File: src/verilog/clk_mgr_pkg.sv
// package: register map, fields, reset values and bus types of the clock manager
// Summary of operation
// - key 0x96 to lock register unlocks; any other value relocks protected registers.
// - input divider code 11 divides by 3, 10 by 2, 0x by 1.
// - input divider field resets to code 10, divide by two.
// - powerdown bit bypasses multiplier when config input is 1; default uses it.
// - ratio bit 1 multiplies by two, 0 by one; resets to 0.
// - source select 1 picks multiplier output, 0 the oscillator; resets 0.
// - bus clock generator runs only while enabled; enable resets to 0.
// - bus ratio 11 divides by four, 10 by two, 0x by one.
// - display clock runs when enabled, frequency is source over ratio plus one.
// - each bit of first gate register stops its module clock when 1.
// - bit 1 of second gate register stops the sdram controller clock.
package clk_mgr_pkg;
	localparam logic [31:0] ADDR_LOCK = 32'h0300F2F;
	localparam logic [31:0] ADDR_INDIV = 32'h0300F30;
	localparam logic [31:0] ADDR_MULT = 32'h0300F31;
	localparam logic [31:0] ADDR_SRC = 32'h0300F32;
	localparam logic [31:0] ADDR_BUS = 32'h0300F33;
	localparam logic [31:0] ADDR_DISP = 32'h0300F34;
	localparam logic [31:0] ADDR_GATE_A = 32'h0300F35;
	localparam logic [31:0] ADDR_GATE_B = 32'h0300F36;
	localparam logic [7:0] LOCK_KEY = 8'h96;
	localparam logic [7:0] RST_LOCK = 8'h00;
	localparam logic [1:0] RST_INDIV = 2'h2;
	localparam logic [7:0] MASK_INDIV = 8'h03;
	localparam logic [7:0] MASK_MULT = 8'h03;
	localparam logic [7:0] MASK_SRC = 8'h01;
	localparam logic [7:0] MASK_BUS = 8'h83;
	localparam logic [7:0] MASK_DISP = 8'h8F;
	localparam logic [7:0] MASK_GATE_A = 8'hFF;
	localparam logic [7:0] MASK_GATE_B = 8'h02;
	localparam int BIT_EN = 7;
	localparam int BIT_SDRAM = 1;
	localparam logic [1:0] RESP_OKAY = 2'h0;
	localparam logic [1:0] RESP_SLVERR = 2'h2;

	typedef struct packed {
		logic usb;
		logic serial_bus;
		logic serial_peri;
		logic spi;
		logic media_if;
		logic seq_rom;
		logic arbiter;
		logic display_host;
	} gate_a_t;

	typedef struct packed {
		logic [1:0] input_div;
		logic powerdown;
		logic ratio;
		logic source_sel;
		logic bus_en;
		logic [1:0] bus_ratio;
		logic disp_en;
		logic [3:0] disp_ratio;
	} clk_cfg_t;
endpackage

File: src/verilog/system_clock_manager.sv
// module: clock manager register file, dividers and module clock enables
//
// Register access over AXI4-Lite was decided locally.
`timescale 1ns/1ps
`default_nettype none
module system_clock_manager
	import clk_mgr_pkg::*;
(
	// clock and reset
	input wire logic mclk,
	input wire logic rst,
	// axi4-lite write address
	input wire logic [31:0] s_axi_awaddr,
	input wire logic s_axi_awvalid,
	output logic s_axi_awready,
	// axi4-lite write data
	input wire logic [31:0] s_axi_wdata,
	input wire logic [3:0] s_axi_wstrb,
	input wire logic s_axi_wvalid,
	output logic s_axi_wready,
	// axi4-lite write response
	output logic [1:0] s_axi_bresp,
	output logic s_axi_bvalid,
	input wire logic s_axi_bready,
	// axi4-lite read
	input wire logic [31:0] s_axi_araddr,
	input wire logic s_axi_arvalid,
	output logic s_axi_arready,
	output logic [31:0] s_axi_rdata,
	output logic [1:0] s_axi_rresp,
	output logic s_axi_rvalid,
	input wire logic s_axi_rready,
	// strap from pad
	input wire logic multiplier_config_input,
	// clock enables; the tick outputs pulse once per output clock period, the run outputs and multiplier_used are levels
	output logic mult_in_tick,
	output logic sys_tick,
	output logic bus_tick,
	output logic display_tick,
	output logic [7:0] module_clock_run,
	output logic sdram_clock_run,
	output logic multiplier_used
);
	////////////////////////////////////////////////////////////////////////
	logic [7:0] lock_q;
	clk_cfg_t cfg_q;
	gate_a_t gate_a_q;
	logic sdram_stop_q;
	logic cfg_s1_q;
	logic cfg_s2_q;
	logic unlocked;

	assign unlocked = (lock_q == LOCK_KEY);

	// two flops on the asynchronous strap
	always_ff @(posedge mclk or posedge rst) begin
		if (rst) begin
			cfg_s1_q <= 1'b0;
			cfg_s2_q <= 1'b0;
		end else begin
			cfg_s1_q <= multiplier_config_input;
			cfg_s2_q <= cfg_s1_q;
		end
	end

	////////////////////////////////////////////////////////////////////////
	// write channel: address and data latched independently
	logic aw_have_q;
	logic w_have_q;
	logic [31:0] aw_addr_q;
	logic [7:0] w_byte_q;
	logic w_lane_q;
	logic do_write;
	logic wr_hit;

	function automatic logic [7:0] reg_mask(input logic [31:0] a);
		unique case (a)
			ADDR_LOCK: reg_mask = 8'hFF;
			ADDR_INDIV: reg_mask = MASK_INDIV;
			ADDR_MULT: reg_mask = MASK_MULT;
			ADDR_SRC: reg_mask = MASK_SRC;
			ADDR_BUS: reg_mask = MASK_BUS;
			ADDR_DISP: reg_mask = MASK_DISP;
			ADDR_GATE_A: reg_mask = MASK_GATE_A;
			ADDR_GATE_B: reg_mask = MASK_GATE_B;
			default: reg_mask = 8'h00;
		endcase
	endfunction

	function automatic logic is_mapped(input logic [31:0] a);
		is_mapped = (a >= ADDR_LOCK) && (a <= ADDR_GATE_B);
	endfunction

	// one register per aligned word, data in lane 0; the index drops the byte offset
	function automatic logic [31:0] reg_index(input logic [31:0] a);
		reg_index = {2'b00, a[31:2]};
	endfunction

	assign do_write = aw_have_q && w_have_q && !s_axi_bvalid;
	assign wr_hit = is_mapped(aw_addr_q);

	always_ff @(posedge mclk or posedge rst) begin
		if (rst) begin
			aw_have_q <= 1'b0;
			aw_addr_q <= '0;
			s_axi_awready <= 1'b0;
		end else begin
			s_axi_awready <= 1'b0;
			if (do_write) begin
				aw_have_q <= 1'b0;
			end else if (s_axi_awvalid && !aw_have_q && !s_axi_awready) begin
				aw_have_q <= 1'b1;
				aw_addr_q <= reg_index(s_axi_awaddr);
				s_axi_awready <= 1'b1;
			end
		end
	end

	logic [31:0] wdata_q;
	logic [3:0] wstrb_q;
	always_ff @(posedge mclk or posedge rst) begin
		if (rst) begin
			w_have_q <= 1'b0;
			wdata_q <= '0;
			wstrb_q <= '0;
			s_axi_wready <= 1'b0;
		end else begin
			s_axi_wready <= 1'b0;
			if (do_write) begin
				w_have_q <= 1'b0;
			end else if (s_axi_wvalid && !w_have_q && !s_axi_wready) begin
				w_have_q <= 1'b1;
				wdata_q <= s_axi_wdata;
				wstrb_q <= s_axi_wstrb;
				s_axi_wready <= 1'b1;
			end
		end
	end

	assign w_byte_q = wdata_q[7:0];
	assign w_lane_q = wstrb_q[0];

	always_ff @(posedge mclk or posedge rst) begin
		if (rst) begin
			s_axi_bvalid <= 1'b0;
			s_axi_bresp <= RESP_OKAY;
		end else if (do_write) begin
			s_axi_bvalid <= 1'b1;
			s_axi_bresp <= wr_hit ? RESP_OKAY : RESP_SLVERR;
		end else if (s_axi_bready) begin
			s_axi_bvalid <= 1'b0;
		end
	end

	////////////////////////////////////////////////////////////////////////
	// register updates
	logic wr_en;
	logic [7:0] wv;
	assign wr_en = do_write && wr_hit && w_lane_q;
	assign wv = w_byte_q & reg_mask(aw_addr_q);

	always_ff @(posedge mclk or posedge rst) begin
		if (rst) begin
			lock_q <= RST_LOCK;
		end else if (wr_en && aw_addr_q == ADDR_LOCK) begin
			lock_q <= wv;
		end
	end

	// protected registers change only while the key is held
	always_ff @(posedge mclk or posedge rst) begin
		if (rst) begin
			cfg_q <= '0;
			cfg_q.input_div <= RST_INDIV;
		end else if (wr_en && unlocked) begin
			unique case (aw_addr_q)
				ADDR_INDIV: cfg_q.input_div <= wv[1:0];
				ADDR_MULT: begin
					cfg_q.powerdown <= wv[1];
					cfg_q.ratio <= wv[0];
				end
				ADDR_SRC: cfg_q.source_sel <= wv[0];
				ADDR_BUS: begin
					cfg_q.bus_en <= wv[BIT_EN];
					cfg_q.bus_ratio <= wv[1:0];
				end
				ADDR_DISP: begin
					cfg_q.disp_en <= wv[BIT_EN];
					cfg_q.disp_ratio <= wv[3:0];
				end
				default: ;
			endcase
		end
	end

	// module gates share the lock with the clock controls
	always_ff @(posedge mclk or posedge rst) begin
		if (rst) begin
			gate_a_q <= '0;
			sdram_stop_q <= 1'b0;
		end else if (wr_en && unlocked) begin
			if (aw_addr_q == ADDR_GATE_A) begin
				gate_a_q <= wv;
			end
			if (aw_addr_q == ADDR_GATE_B) begin
				sdram_stop_q <= wv[BIT_SDRAM];
			end
		end
	end

	////////////////////////////////////////////////////////////////////////
	// read channel, answers in the same cycle the address is taken
	logic [7:0] rd_byte;
	function automatic logic [7:0] read_reg(input logic [31:0] a);
		unique case (a)
			ADDR_LOCK: read_reg = lock_q;
			ADDR_INDIV: read_reg = {6'h00, cfg_q.input_div};
			ADDR_MULT: read_reg = {6'h00, cfg_q.powerdown, cfg_q.ratio};
			ADDR_SRC: read_reg = {7'h00, cfg_q.source_sel};
			ADDR_BUS: read_reg = {cfg_q.bus_en, 5'h00, cfg_q.bus_ratio};
			ADDR_DISP: read_reg = {cfg_q.disp_en, 3'h0, cfg_q.disp_ratio};
			ADDR_GATE_A: read_reg = gate_a_q;
			ADDR_GATE_B: read_reg = {6'h00, sdram_stop_q, 1'b0};
			default: read_reg = 8'h00;
		endcase
	endfunction
	assign rd_byte = read_reg(reg_index(s_axi_araddr));

	always_ff @(posedge mclk or posedge rst) begin
		if (rst) begin
			s_axi_arready <= 1'b0;
			s_axi_rvalid <= 1'b0;
			s_axi_rdata <= '0;
			s_axi_rresp <= RESP_OKAY;
		end else begin
			s_axi_arready <= 1'b0;
			if (s_axi_rvalid) begin
				if (s_axi_rready) begin
					s_axi_rvalid <= 1'b0;
				end
			end else if (s_axi_arvalid && !s_axi_arready) begin
				s_axi_arready <= 1'b1;
				s_axi_rvalid <= 1'b1;
				s_axi_rdata <= {24'h000000, rd_byte};
				s_axi_rresp <= is_mapped(reg_index(s_axi_araddr)) ? RESP_OKAY : RESP_SLVERR;
			end
		end
	end

	////////////////////////////////////////////////////////////////////////
	// clock tree as enable pulses; mclk stands for the oscillator
	logic [1:0] in_term;
	logic in_tick;
	logic use_mult;
	logic [1:0] mult_cnt_q;
	logic mult_tick;
	logic sys_src;
	logic [1:0] bus_term;
	logic bus_t;
	logic disp_t;
	logic run_all;

	assign run_all = 1'b1;
	assign in_term = cfg_q.input_div[1] ? (cfg_q.input_div[0] ? 2'd2 : 2'd1) : 2'd0;

	clk_divider #(.W(2)) u_in_div (
		.mclk(mclk),
		.rst(rst),
		.run(run_all),
		.src_en(1'b1),
		.terminal(in_term),
		.tick(in_tick)
	);

	assign use_mult = !(cfg_s2_q && cfg_q.powerdown);

	// x2 doubles input rate, capped at oscillator rate; x1 follows input
	always_ff @(posedge mclk or posedge rst) begin
		if (rst) begin
			mult_cnt_q <= 2'd0;
		end else if (in_tick) begin
			mult_cnt_q <= in_term;
		end else if (mult_cnt_q != 2'd0) begin
			mult_cnt_q <= mult_cnt_q - 2'd1;
		end
	end
	assign mult_tick = use_mult ? (in_tick || (cfg_q.ratio && mult_cnt_q == 2'd1)) : 1'b1;

	// switch source only on an input-side tick so no half period appears
	logic src_q;
	always_ff @(posedge mclk or posedge rst) begin
		if (rst) begin
			src_q <= 1'b0;
		end else if (in_tick) begin
			src_q <= cfg_q.source_sel;
		end
	end
	assign sys_src = src_q ? mult_tick : 1'b1;

	assign bus_term = cfg_q.bus_ratio[1] ? (cfg_q.bus_ratio[0] ? 2'd3 : 2'd1) : 2'd0;

	clk_divider #(.W(2)) u_bus_div (
		.mclk(mclk),
		.rst(rst),
		.run(cfg_q.bus_en),
		.src_en(sys_src),
		.terminal(bus_term),
		.tick(bus_t)
	);

	clk_divider #(.W(4)) u_disp_div (
		.mclk(mclk),
		.rst(rst),
		.run(cfg_q.disp_en),
		.src_en(sys_src),
		.terminal(cfg_q.disp_ratio),
		.tick(disp_t)
	);

	// gates change only on a source tick, so enables never shorten a period
	always_ff @(posedge mclk or posedge rst) begin
		if (rst) begin
			module_clock_run <= 8'hFF;
			sdram_clock_run <= 1'b1;
		end else if (sys_src) begin
			module_clock_run <= ~gate_a_q;
			sdram_clock_run <= ~sdram_stop_q;
		end
	end

	// every enable leaves through a flop
	always_ff @(posedge mclk or posedge rst) begin
		if (rst) begin
			mult_in_tick <= 1'b0;
			sys_tick <= 1'b0;
			bus_tick <= 1'b0;
			display_tick <= 1'b0;
			multiplier_used <= 1'b1;
		end else begin
			mult_in_tick <= in_tick;
			sys_tick <= sys_src;
			bus_tick <= bus_t;
			display_tick <= disp_t;
			multiplier_used <= use_mult;
		end
	end
endmodule
`default_nettype wire

File: src/verilog/clk_divider.sv
// module: programmable enable-pulse divider with glitch-free ratio change
`timescale 1ns/1ps
`default_nettype none
module clk_divider #(
	parameter int W = 4
) (
	// clock and reset
	input wire logic mclk,
	input wire logic rst,
	// control
	input wire logic run,
	input wire logic src_en,
	input wire logic [W-1:0] terminal,
	// output
	output logic tick
);
	logic [W-1:0] cnt_q;
	logic [W-1:0] term_q;

	// ratio reloads only at terminal count or while stopped, so no period is cut short
	always_ff @(posedge mclk or posedge rst) begin
		if (rst) begin
			cnt_q <= '0;
			term_q <= '0;
			tick <= 1'b0;
		end else begin
			tick <= 1'b0;
			if (!run) begin
				cnt_q <= '0;
				term_q <= terminal;
			end else if (src_en) begin
				if (cnt_q >= term_q) begin
					cnt_q <= '0;
					term_q <= terminal;
					tick <= 1'b1;
				end else begin
					cnt_q <= cnt_q + 1'b1;
				end
			end
		end
	end
endmodule
`default_nettype wire

File: config.mk
export PLATFORM = sky130hd
export DESIGN_NAME = system_clock_manager
export DESIGN_NICKNAME = d
export VERILOG_FILES = /design/src/verilog/clk_mgr_pkg.sv /design/src/verilog/system_clock_manager.sv /design/src/verilog/clk_divider.sv
export SDC_FILE = /design/constraint.sdc
export NUM_CORES = 1
export LEC_CHECK = 0
export ABC_AREA = 1
export BUFFER_PORTS_ARGS = -buffer_cell sky130_fd_sc_hd__buf_4
export CORE_UTILIZATION = 48
export DETAILED_ROUTE_END_ITERATION = 10
export GPL_TIMING_DRIVEN = 0
export PLACE_DENSITY = 0.76
export SLEW_MARGIN = 20
export SYNTH_ARGS = -nofsm -noshare
export SYNTH_HDL_FRONTEND = slang
export SYNTH_SLANG_ARGS = --single-unit
export TNS_END_PERCENT = 10
File: constraint.sdc
create_clock -name mclk -period 3.3 [get_ports mclk]
set_input_delay 0.165 -clock mclk [delete_from_list [all_inputs] [get_ports mclk]]
set_output_delay 0.165 -clock mclk [all_outputs]
set_load 0.005 [all_outputs]
Word level (Yosys, flattened, before mapping)
Cells that the tools add are included.

Flip-flop bits (word level): 126. Output and inout bits: 55. Logic and storage cells: 177.

Add/sub/neg operators: 4. Magnitude comparators: 7. Eq/ne operators: 22. Mux-type cells: 46. Bitwise gates (word level): 5. Reductions and logical operators: 42.

Operators with widths (number): equality test 30 x 22 -> 1 bit (second input constant) (16); case mux 8 bit (8 select lines) (1); >= comparator 30 x 22 -> 1 bit (second input constant) (2); <= comparator 30 x 22 -> 1 bit (second input constant) (2); case mux 8 bit (6 select lines) (1); two-way mux 2 bit (15); two-way mux 4 bit (6); AND reduction 2 bit (12); two-way mux 1 bit (23); logical AND 1 bit (15); nonzero test 2 bit (5); AND 8 bit (1); equality test 8 bit (second input constant) (1); != test 2 x 1 -> 1 bit (second input constant) (4); inverter 8 bit (1); logical NOT 1 bit (7); adder 2 x 1 -> 2 bit (second input constant) (2); adder 4 x 1 -> 4 bit (second input constant) (1); >= comparator 2 bit (2); >= comparator 4 bit (1); OR reduction 2 bit (2); inverter 1 bit (3); equality test 2 x 1 -> 1 bit (second input constant) (1); subtractor 2 x 1 -> 2 bit (second input constant) (1); logical OR 1 bit (1).

Logic depth before layout (Yosys ltp)
Depth after elaboration: 7. Gate-level depth with buffers: 14.

Modules after synthesis
A second synthesis with hierarchy kept.

Cells, all modules: 849. Area, all modules: 6705.2 um2.

By module, submodules not included: system_clock_manager (instances 1, cells each 716, area each 5609.1 um2, seq. area each 2641.3 um2); clk_divider (u_bus_div ...) (instances 2, cells each 34, area each 275.3 um2, seq. area each 125.1 um2); clk_divider (u_disp_div) (instances 1, cells each 65, area each 545.5 um2, seq. area each 225.2 um2).

Worst setup path before layout
No wires, ideal clock.

Kind: register to register. Start: reg aw_addr_q[15]. End: reg cfg_q[1] (netlist name). Setup time: 118 ps. Arrival: 1525 ps. Data required time: 3182 ps. Setup slack: 1658 ps. Cell stages (with the launch flop): 13. Path buffers: 0. Clock period less this slack: 1642 ps. Cell sequence: dfrtp_1 > nor2_4 > nand2_4 > nor2_8 > nand2_4 > clkinv_4 > nand2_4 > nand2_4 > nand2_2 > nor2_4 > nand4_2 > nand2_1 > nand2_1.

Word-level cells in the longest chain between the ends: 6. Elaborated cells on any way between the ends: 19. Classes of those cells: order compare: 2; eq/ne: 8; mux: 1; bitwise: 1; reduce/logical: 7.

Ends and longest elaborated chain: start: declaration (line system_clock_manager.sv:70) `logic [31:0] aw_addr_q;`; start signal: assignment (line system_clock_manager.sv:113) `aw_addr_q <= reg_index(s_axi_awaddr);`; >= comparator 30 x 22 -> 1 bit / <= comparator 30 x 22 -> 1 bit (equally long branches) (line system_clock_manager.sv:91) `is_mapped = (a >= ADDR_LOCK) && (a <= ADDR_GATE_B);`; logical AND 1 bit (line system_clock_manager.sv:91); logical AND 1 bit (2 in a row) (line system_clock_manager.sv:159) `assign wr_en = do_write && wr_hit && w_lane_q;`; logical AND 1 bit (line system_clock_manager.sv:175) `end else if (wr_en && unlocked) begin`; AND reduction 2 bit (no source line); end: declaration (line system_clock_manager.sv:46) `clk_cfg_t cfg_q;`.

Several ways; a longest one is shown, not always the timed one. A chain may end at the register's enable or synchronous reset.

Worst setup path after layout
Start: reg lock_q[0]. End: reg cfg_q[11] (netlist name).

Word-level cells in the longest chain between the ends: 3.

Ends and longest elaborated chain: start: declaration (line system_clock_manager.sv:45) `logic [7:0] lock_q;`; start signal: assignment (line system_clock_manager.sv:166) `lock_q <= wv;`; equality test 8 bit (line system_clock_manager.sv:53) `assign unlocked = (lock_q == LOCK_KEY);`; logical AND 1 bit (line system_clock_manager.sv:175); AND reduction 2 bit (no source line).

No other way between the ends.

==> tab_implementation.tex <==
\begin{tabular}{lr}
\hline
Metric & Value \\
\hline
\multicolumn{2}{l}{\textbf{Logic synthesis}} \\
\quad Average instance area after synthesis & 7.94 µm² \\
\quad Count of mapped cells out of synthesis & 810 \\
\quad Post-synthesis cell type count & 43 \\
\quad Predominant post-synthesis flop cell & dfrtp\_1 \\
\quad Sequential area share after synthesis & 48.5\% \\
\quad Yosys warnings & 0 \\
\quad Number of enable flip-flop cells after synthesis & 0 \\
\quad Netlist Area Pre-Place & between 6000 and 7000 µm² \\
\quad Register bit total from synthesis & $\sim$120 \\
\quad Async set or reset register ratio after synthesis & 100\% \\
\multicolumn{2}{l}{\textbf{Critical path}} \\
\quad Critical path required time & 3.61 ns \\
\quad Arrival time worst endpoint & about 2.3 ns \\
\quad FF-to-FF setup slack & 1.30 ns \\
\quad Critical setup path kind & reg2reg \\
\quad Worst Setup SP & lock\_q[0] \\
\quad Critical Path Source Type & flop \\
\quad Crit path capture type & flop \\
\quad Critical path peak fanout & 10 \\
\quad Reg2reg start & lock\_q[0] \\
\multicolumn{2}{l}{\textbf{STA}} \\
\quad Relative slew slack & 56.1\% \\
\quad Fin Clk Skew & 0.0113 ns \\
\quad Number of endpoints with negative hold slack in the final report & 0 \\
\quad Worst Tran Pin Value & 0.654 ns \\
\quad Unrepaired setup endpoints after global routing & no \\
\quad Max-slew violations & 0 \\
\quad Min cycle time layout & between 1.5 and 2 ns \\
\quad Aggregate negative setup slack & 0 ns \\
\quad Max Clk Rate & 0.501 GHz \\
\quad Total setup violations reported at the end of the flow & 0 \\
\quad Final period util & 60.5\% \\
\multicolumn{2}{l}{\textbf{CTS}} \\
\quad Post-CTS setup buffer count & 0 \\
\quad TritonCTS clock tree & done \\
\quad Root buffer cell & clkbuf\_16 \\
\quad Clock sinks & 124 \\
\quad Latest clock arrival within the worst-skew pair & 0.42 ns \\
\quad Htree depth & 4 \\
\quad Clk buf depth & 2 \\
\quad Number of clock buffers inserted by TritonCTS & 17 \\
\quad Number of gates resized after CTS & 0 \\
\quad Clock Pin Slew Worst Setup and Hold Paths & 0.06 ns \\
\multicolumn{2}{l}{\textbf{Drt}} \\
\quad Routed wirelength normalized by instance count & 12.7 µm \\
\quad Wire length after detailed routing & 15,200 µm \\
\quad 1st-iter DRT viols & 340 \\
\quad Post-detailed-route via-to-cell ratio & around 4.9 \\
\quad Via count of the routed design & $\sim$5.8k \\
\quad \# DRC & 0 \\
\quad Detailed-router iteration count before antenna repair & 5 \\
\quad Final ANT Viol Nets & 0 \\
\multicolumn{2}{l}{\textbf{Min path}} \\
\quad Worst Min Path Start & s\_axi\_arvalid \\
\quad Worst min-delay path class & in2reg \\
\multicolumn{2}{l}{\textbf{Floorplanning}} \\
\quad Ports placed on the boundary & $\sim$160 \\
\quad Initial core utilization & 50.1\% \\
\quad Die width & 118 µm \\
\quad Row count & 41 \\
\quad Y dimension of the die & 118 µm \\
\quad Die area & approximately 14,000 µm² \\
\quad Core box area & 12,800 µm² \\
\multicolumn{2}{l}{\textbf{Layout}} \\
\quad Number of filler instances in the final layout & 1,085 \\
\quad Share of the core filled with cells & 67.5\% \\
\quad Antenna fix cells & 0 \\
\quad Fraction of layout cells with a size suffix above 1 & 22.1\% \\
\quad Area of the multi-input gates & between 2000 and 3000 µm² \\
\quad Commonest cells after routing, fill and taps aside & 261 x nand2\_1, 132 x buf\_4, 113 x dfrtp\_1 \\
\quad Layout Area Growth over Synthesis & 34.7\% \\
\quad Register cell area after layout & 3120 µm² \\
\quad Most frequent standard cell in the layout excluding fill and tap cells & nand2\_1 \\
\quad Final net count & 1,125 \\
\multicolumn{2}{l}{\textbf{Placement}} \\
\quad GP Congestion & 0.843 \\
\quad Post-DP HPWL & 10,700 µm \\
\quad Port-buffer cells & 105 \\
\multicolumn{2}{l}{\textbf{Run}} \\
\quad Max\_cap viols & 0 \\
\multicolumn{2}{l}{\textbf{Power}} \\
\quad Power density normalized to cell area & $\sim$570 nW/µm² \\
\quad Leak Pwr & 4.40 nW \\
\quad Worst IR drop on VDD & between 0.3 and 0.4 mV \\
\multicolumn{2}{l}{\textbf{Global route}} \\
\quad Global-route wire length before repair & between 20,000 and 30,000 µm \\
\quad Number of antenna violations at the first check in global routing & 0 \\
\quad Maximum number of pins on one net before global-route repair & 32 \\
\quad Gr usage total & about a quarter \\
\quad Number of global-route vias before repair & $\sim$5.6k \\
\quad Global route overflow & 0 \\
\multicolumn{2}{l}{\textbf{Status}} \\
\quad Result of the run & completed \\
\hline
\end{tabular}
-- cell families after synthesis --
family	after synthesis	synth area share (%)
and+or+nand+nor	461	32.3
buffers and inverters	129	9.34
DFF	124	48.5
AOI/OAI and AO/OA	77	6.68
adders and majority gates	11	2.14
xor gates and xnor gates	5	0.681
muxes	2	0.350
other	1	0.0583
-- cell usage after synthesis, types with 3 or more instances --
cell,count,share of area (%)
ha_1,11,2.1
nor3_1,6,0.47
o21ai_1,7,0.55
nor2_2,9,0.88
a21oi_1,9,0.70
xor2_1,3,0.41
dfstp_2,11,4.5
nand3_1,65,5.1
nand4_1,13,1.3
inv_1,77,4.5
nor3_2,3,0.47
nor2_1,82,4.8
nand2_4,5,0.88
nor2_4,5,0.88
buf_4,27,3.2
o21ai_0,49,3.8
inv_2,9,0.53
clkbuf_1,10,0.58
nand2_1,261,15
dfrtp_1,113,44
o211ai_1,4,0.47
nand2_2,4,0.39
-- power breakdown --
group | internal (mW) | leakage [nW] | total [mW] | switching [mW]
sequential | 1.79 | 1.59 | 2.00 | 0.210
combinational | 0.410 | 2.51 | 1.04 | 0.634
clock | 1.26 | 0.297 | 1.90 | 0.639
-- path summary, 6_finish.rpt --
path / end / cells after the start
setup / recovery: cfg_q[11] / 7
setup reg to reg: cfg_q[11] / 7
min in group asynchronous: u_bus_div.term_q[1] / 3
max in group asynchronous: multiplier_used / 6
hold reg to reg: cfg_s2_q / 0
hold / removal: s_axi_arready / 3
-- flip-flops by register name (all words and copies together) (netlist names), 4 cells and up --
| signal | cells |
|---|---|
| aw_addr_q | 30 |
| cfg_q | 13 |
| gate_a_q | 8 |
| lock_q | 8 |
| module_clock_run | 8 |
| s_axi_rdata | 8 |
| wdata_q | 8 |
| u_disp_div.cnt_q | 4 |
| u_disp_div.term_q | 4 |
-- critical path, cell delays in order (launching register included) --
cell and delay [ns]:
dfrtp_1 0.40, nor2_1 0.15, inv_1 0.09, nor4_4 0.46
clkbuf_1 0.39, nand4_1 0.21, nand2_1 0.12, nand2_1 0.06
-- per-layer routing --
| layer | track usage [%] | share of wire [%] | up-vias |
|---|---|---|---|
| li1 | - | - | 2918 |
| met1 | 29.5 | 45 | 2660 |
| met2 | 39.2 | 49 | 174 |
| met3 | 5.67 | 4.9 | 29 |
| met4 | 7.69 | 1.7 | 0 |
| met5 | 0 | 0 | - |
-- cell type report --
cell class	instances	share of cell area [%]
clock inverters	7	1.30
inverters	89	3.96
plain buffers	40	3.02
well taps	172	2.49
flip-flops and latches	124	36.0
multi-input cells	582	32.4
clock buffers	25	5.73
repair buffers	152	15.1
-- repair_timing --
item / 4_1_cts / 5_1_grt
endpoints found under the setup margin: 0 / 0
endpoints found under the hold margin: 53 / 0
hold buffers: 43 / 0
-- through the flow --
stage | setup slack, ns | power (mW) | std cells | hold slack [ns] | area, µm²
after global routing | 1.06 | 5.24 | 1191 | 0.0785 | 8650
after detailed placement | 1.34 | 3.01 | 1116 | 0.206 | 7620
after global placement | 0.833 | 2.97 | 1112 | 0.275 | 7530
after floorplan | 1.62 | 2.69 | 835 | 0.196 | 6530
final | 1.30 | 4.95 | 1191 | 0.0470 | 8650
after CTS | 1.29 | 4.97 | 1191 | 0.0366 | 8650
No activity file was read; power rests on OpenSTA's default activity.
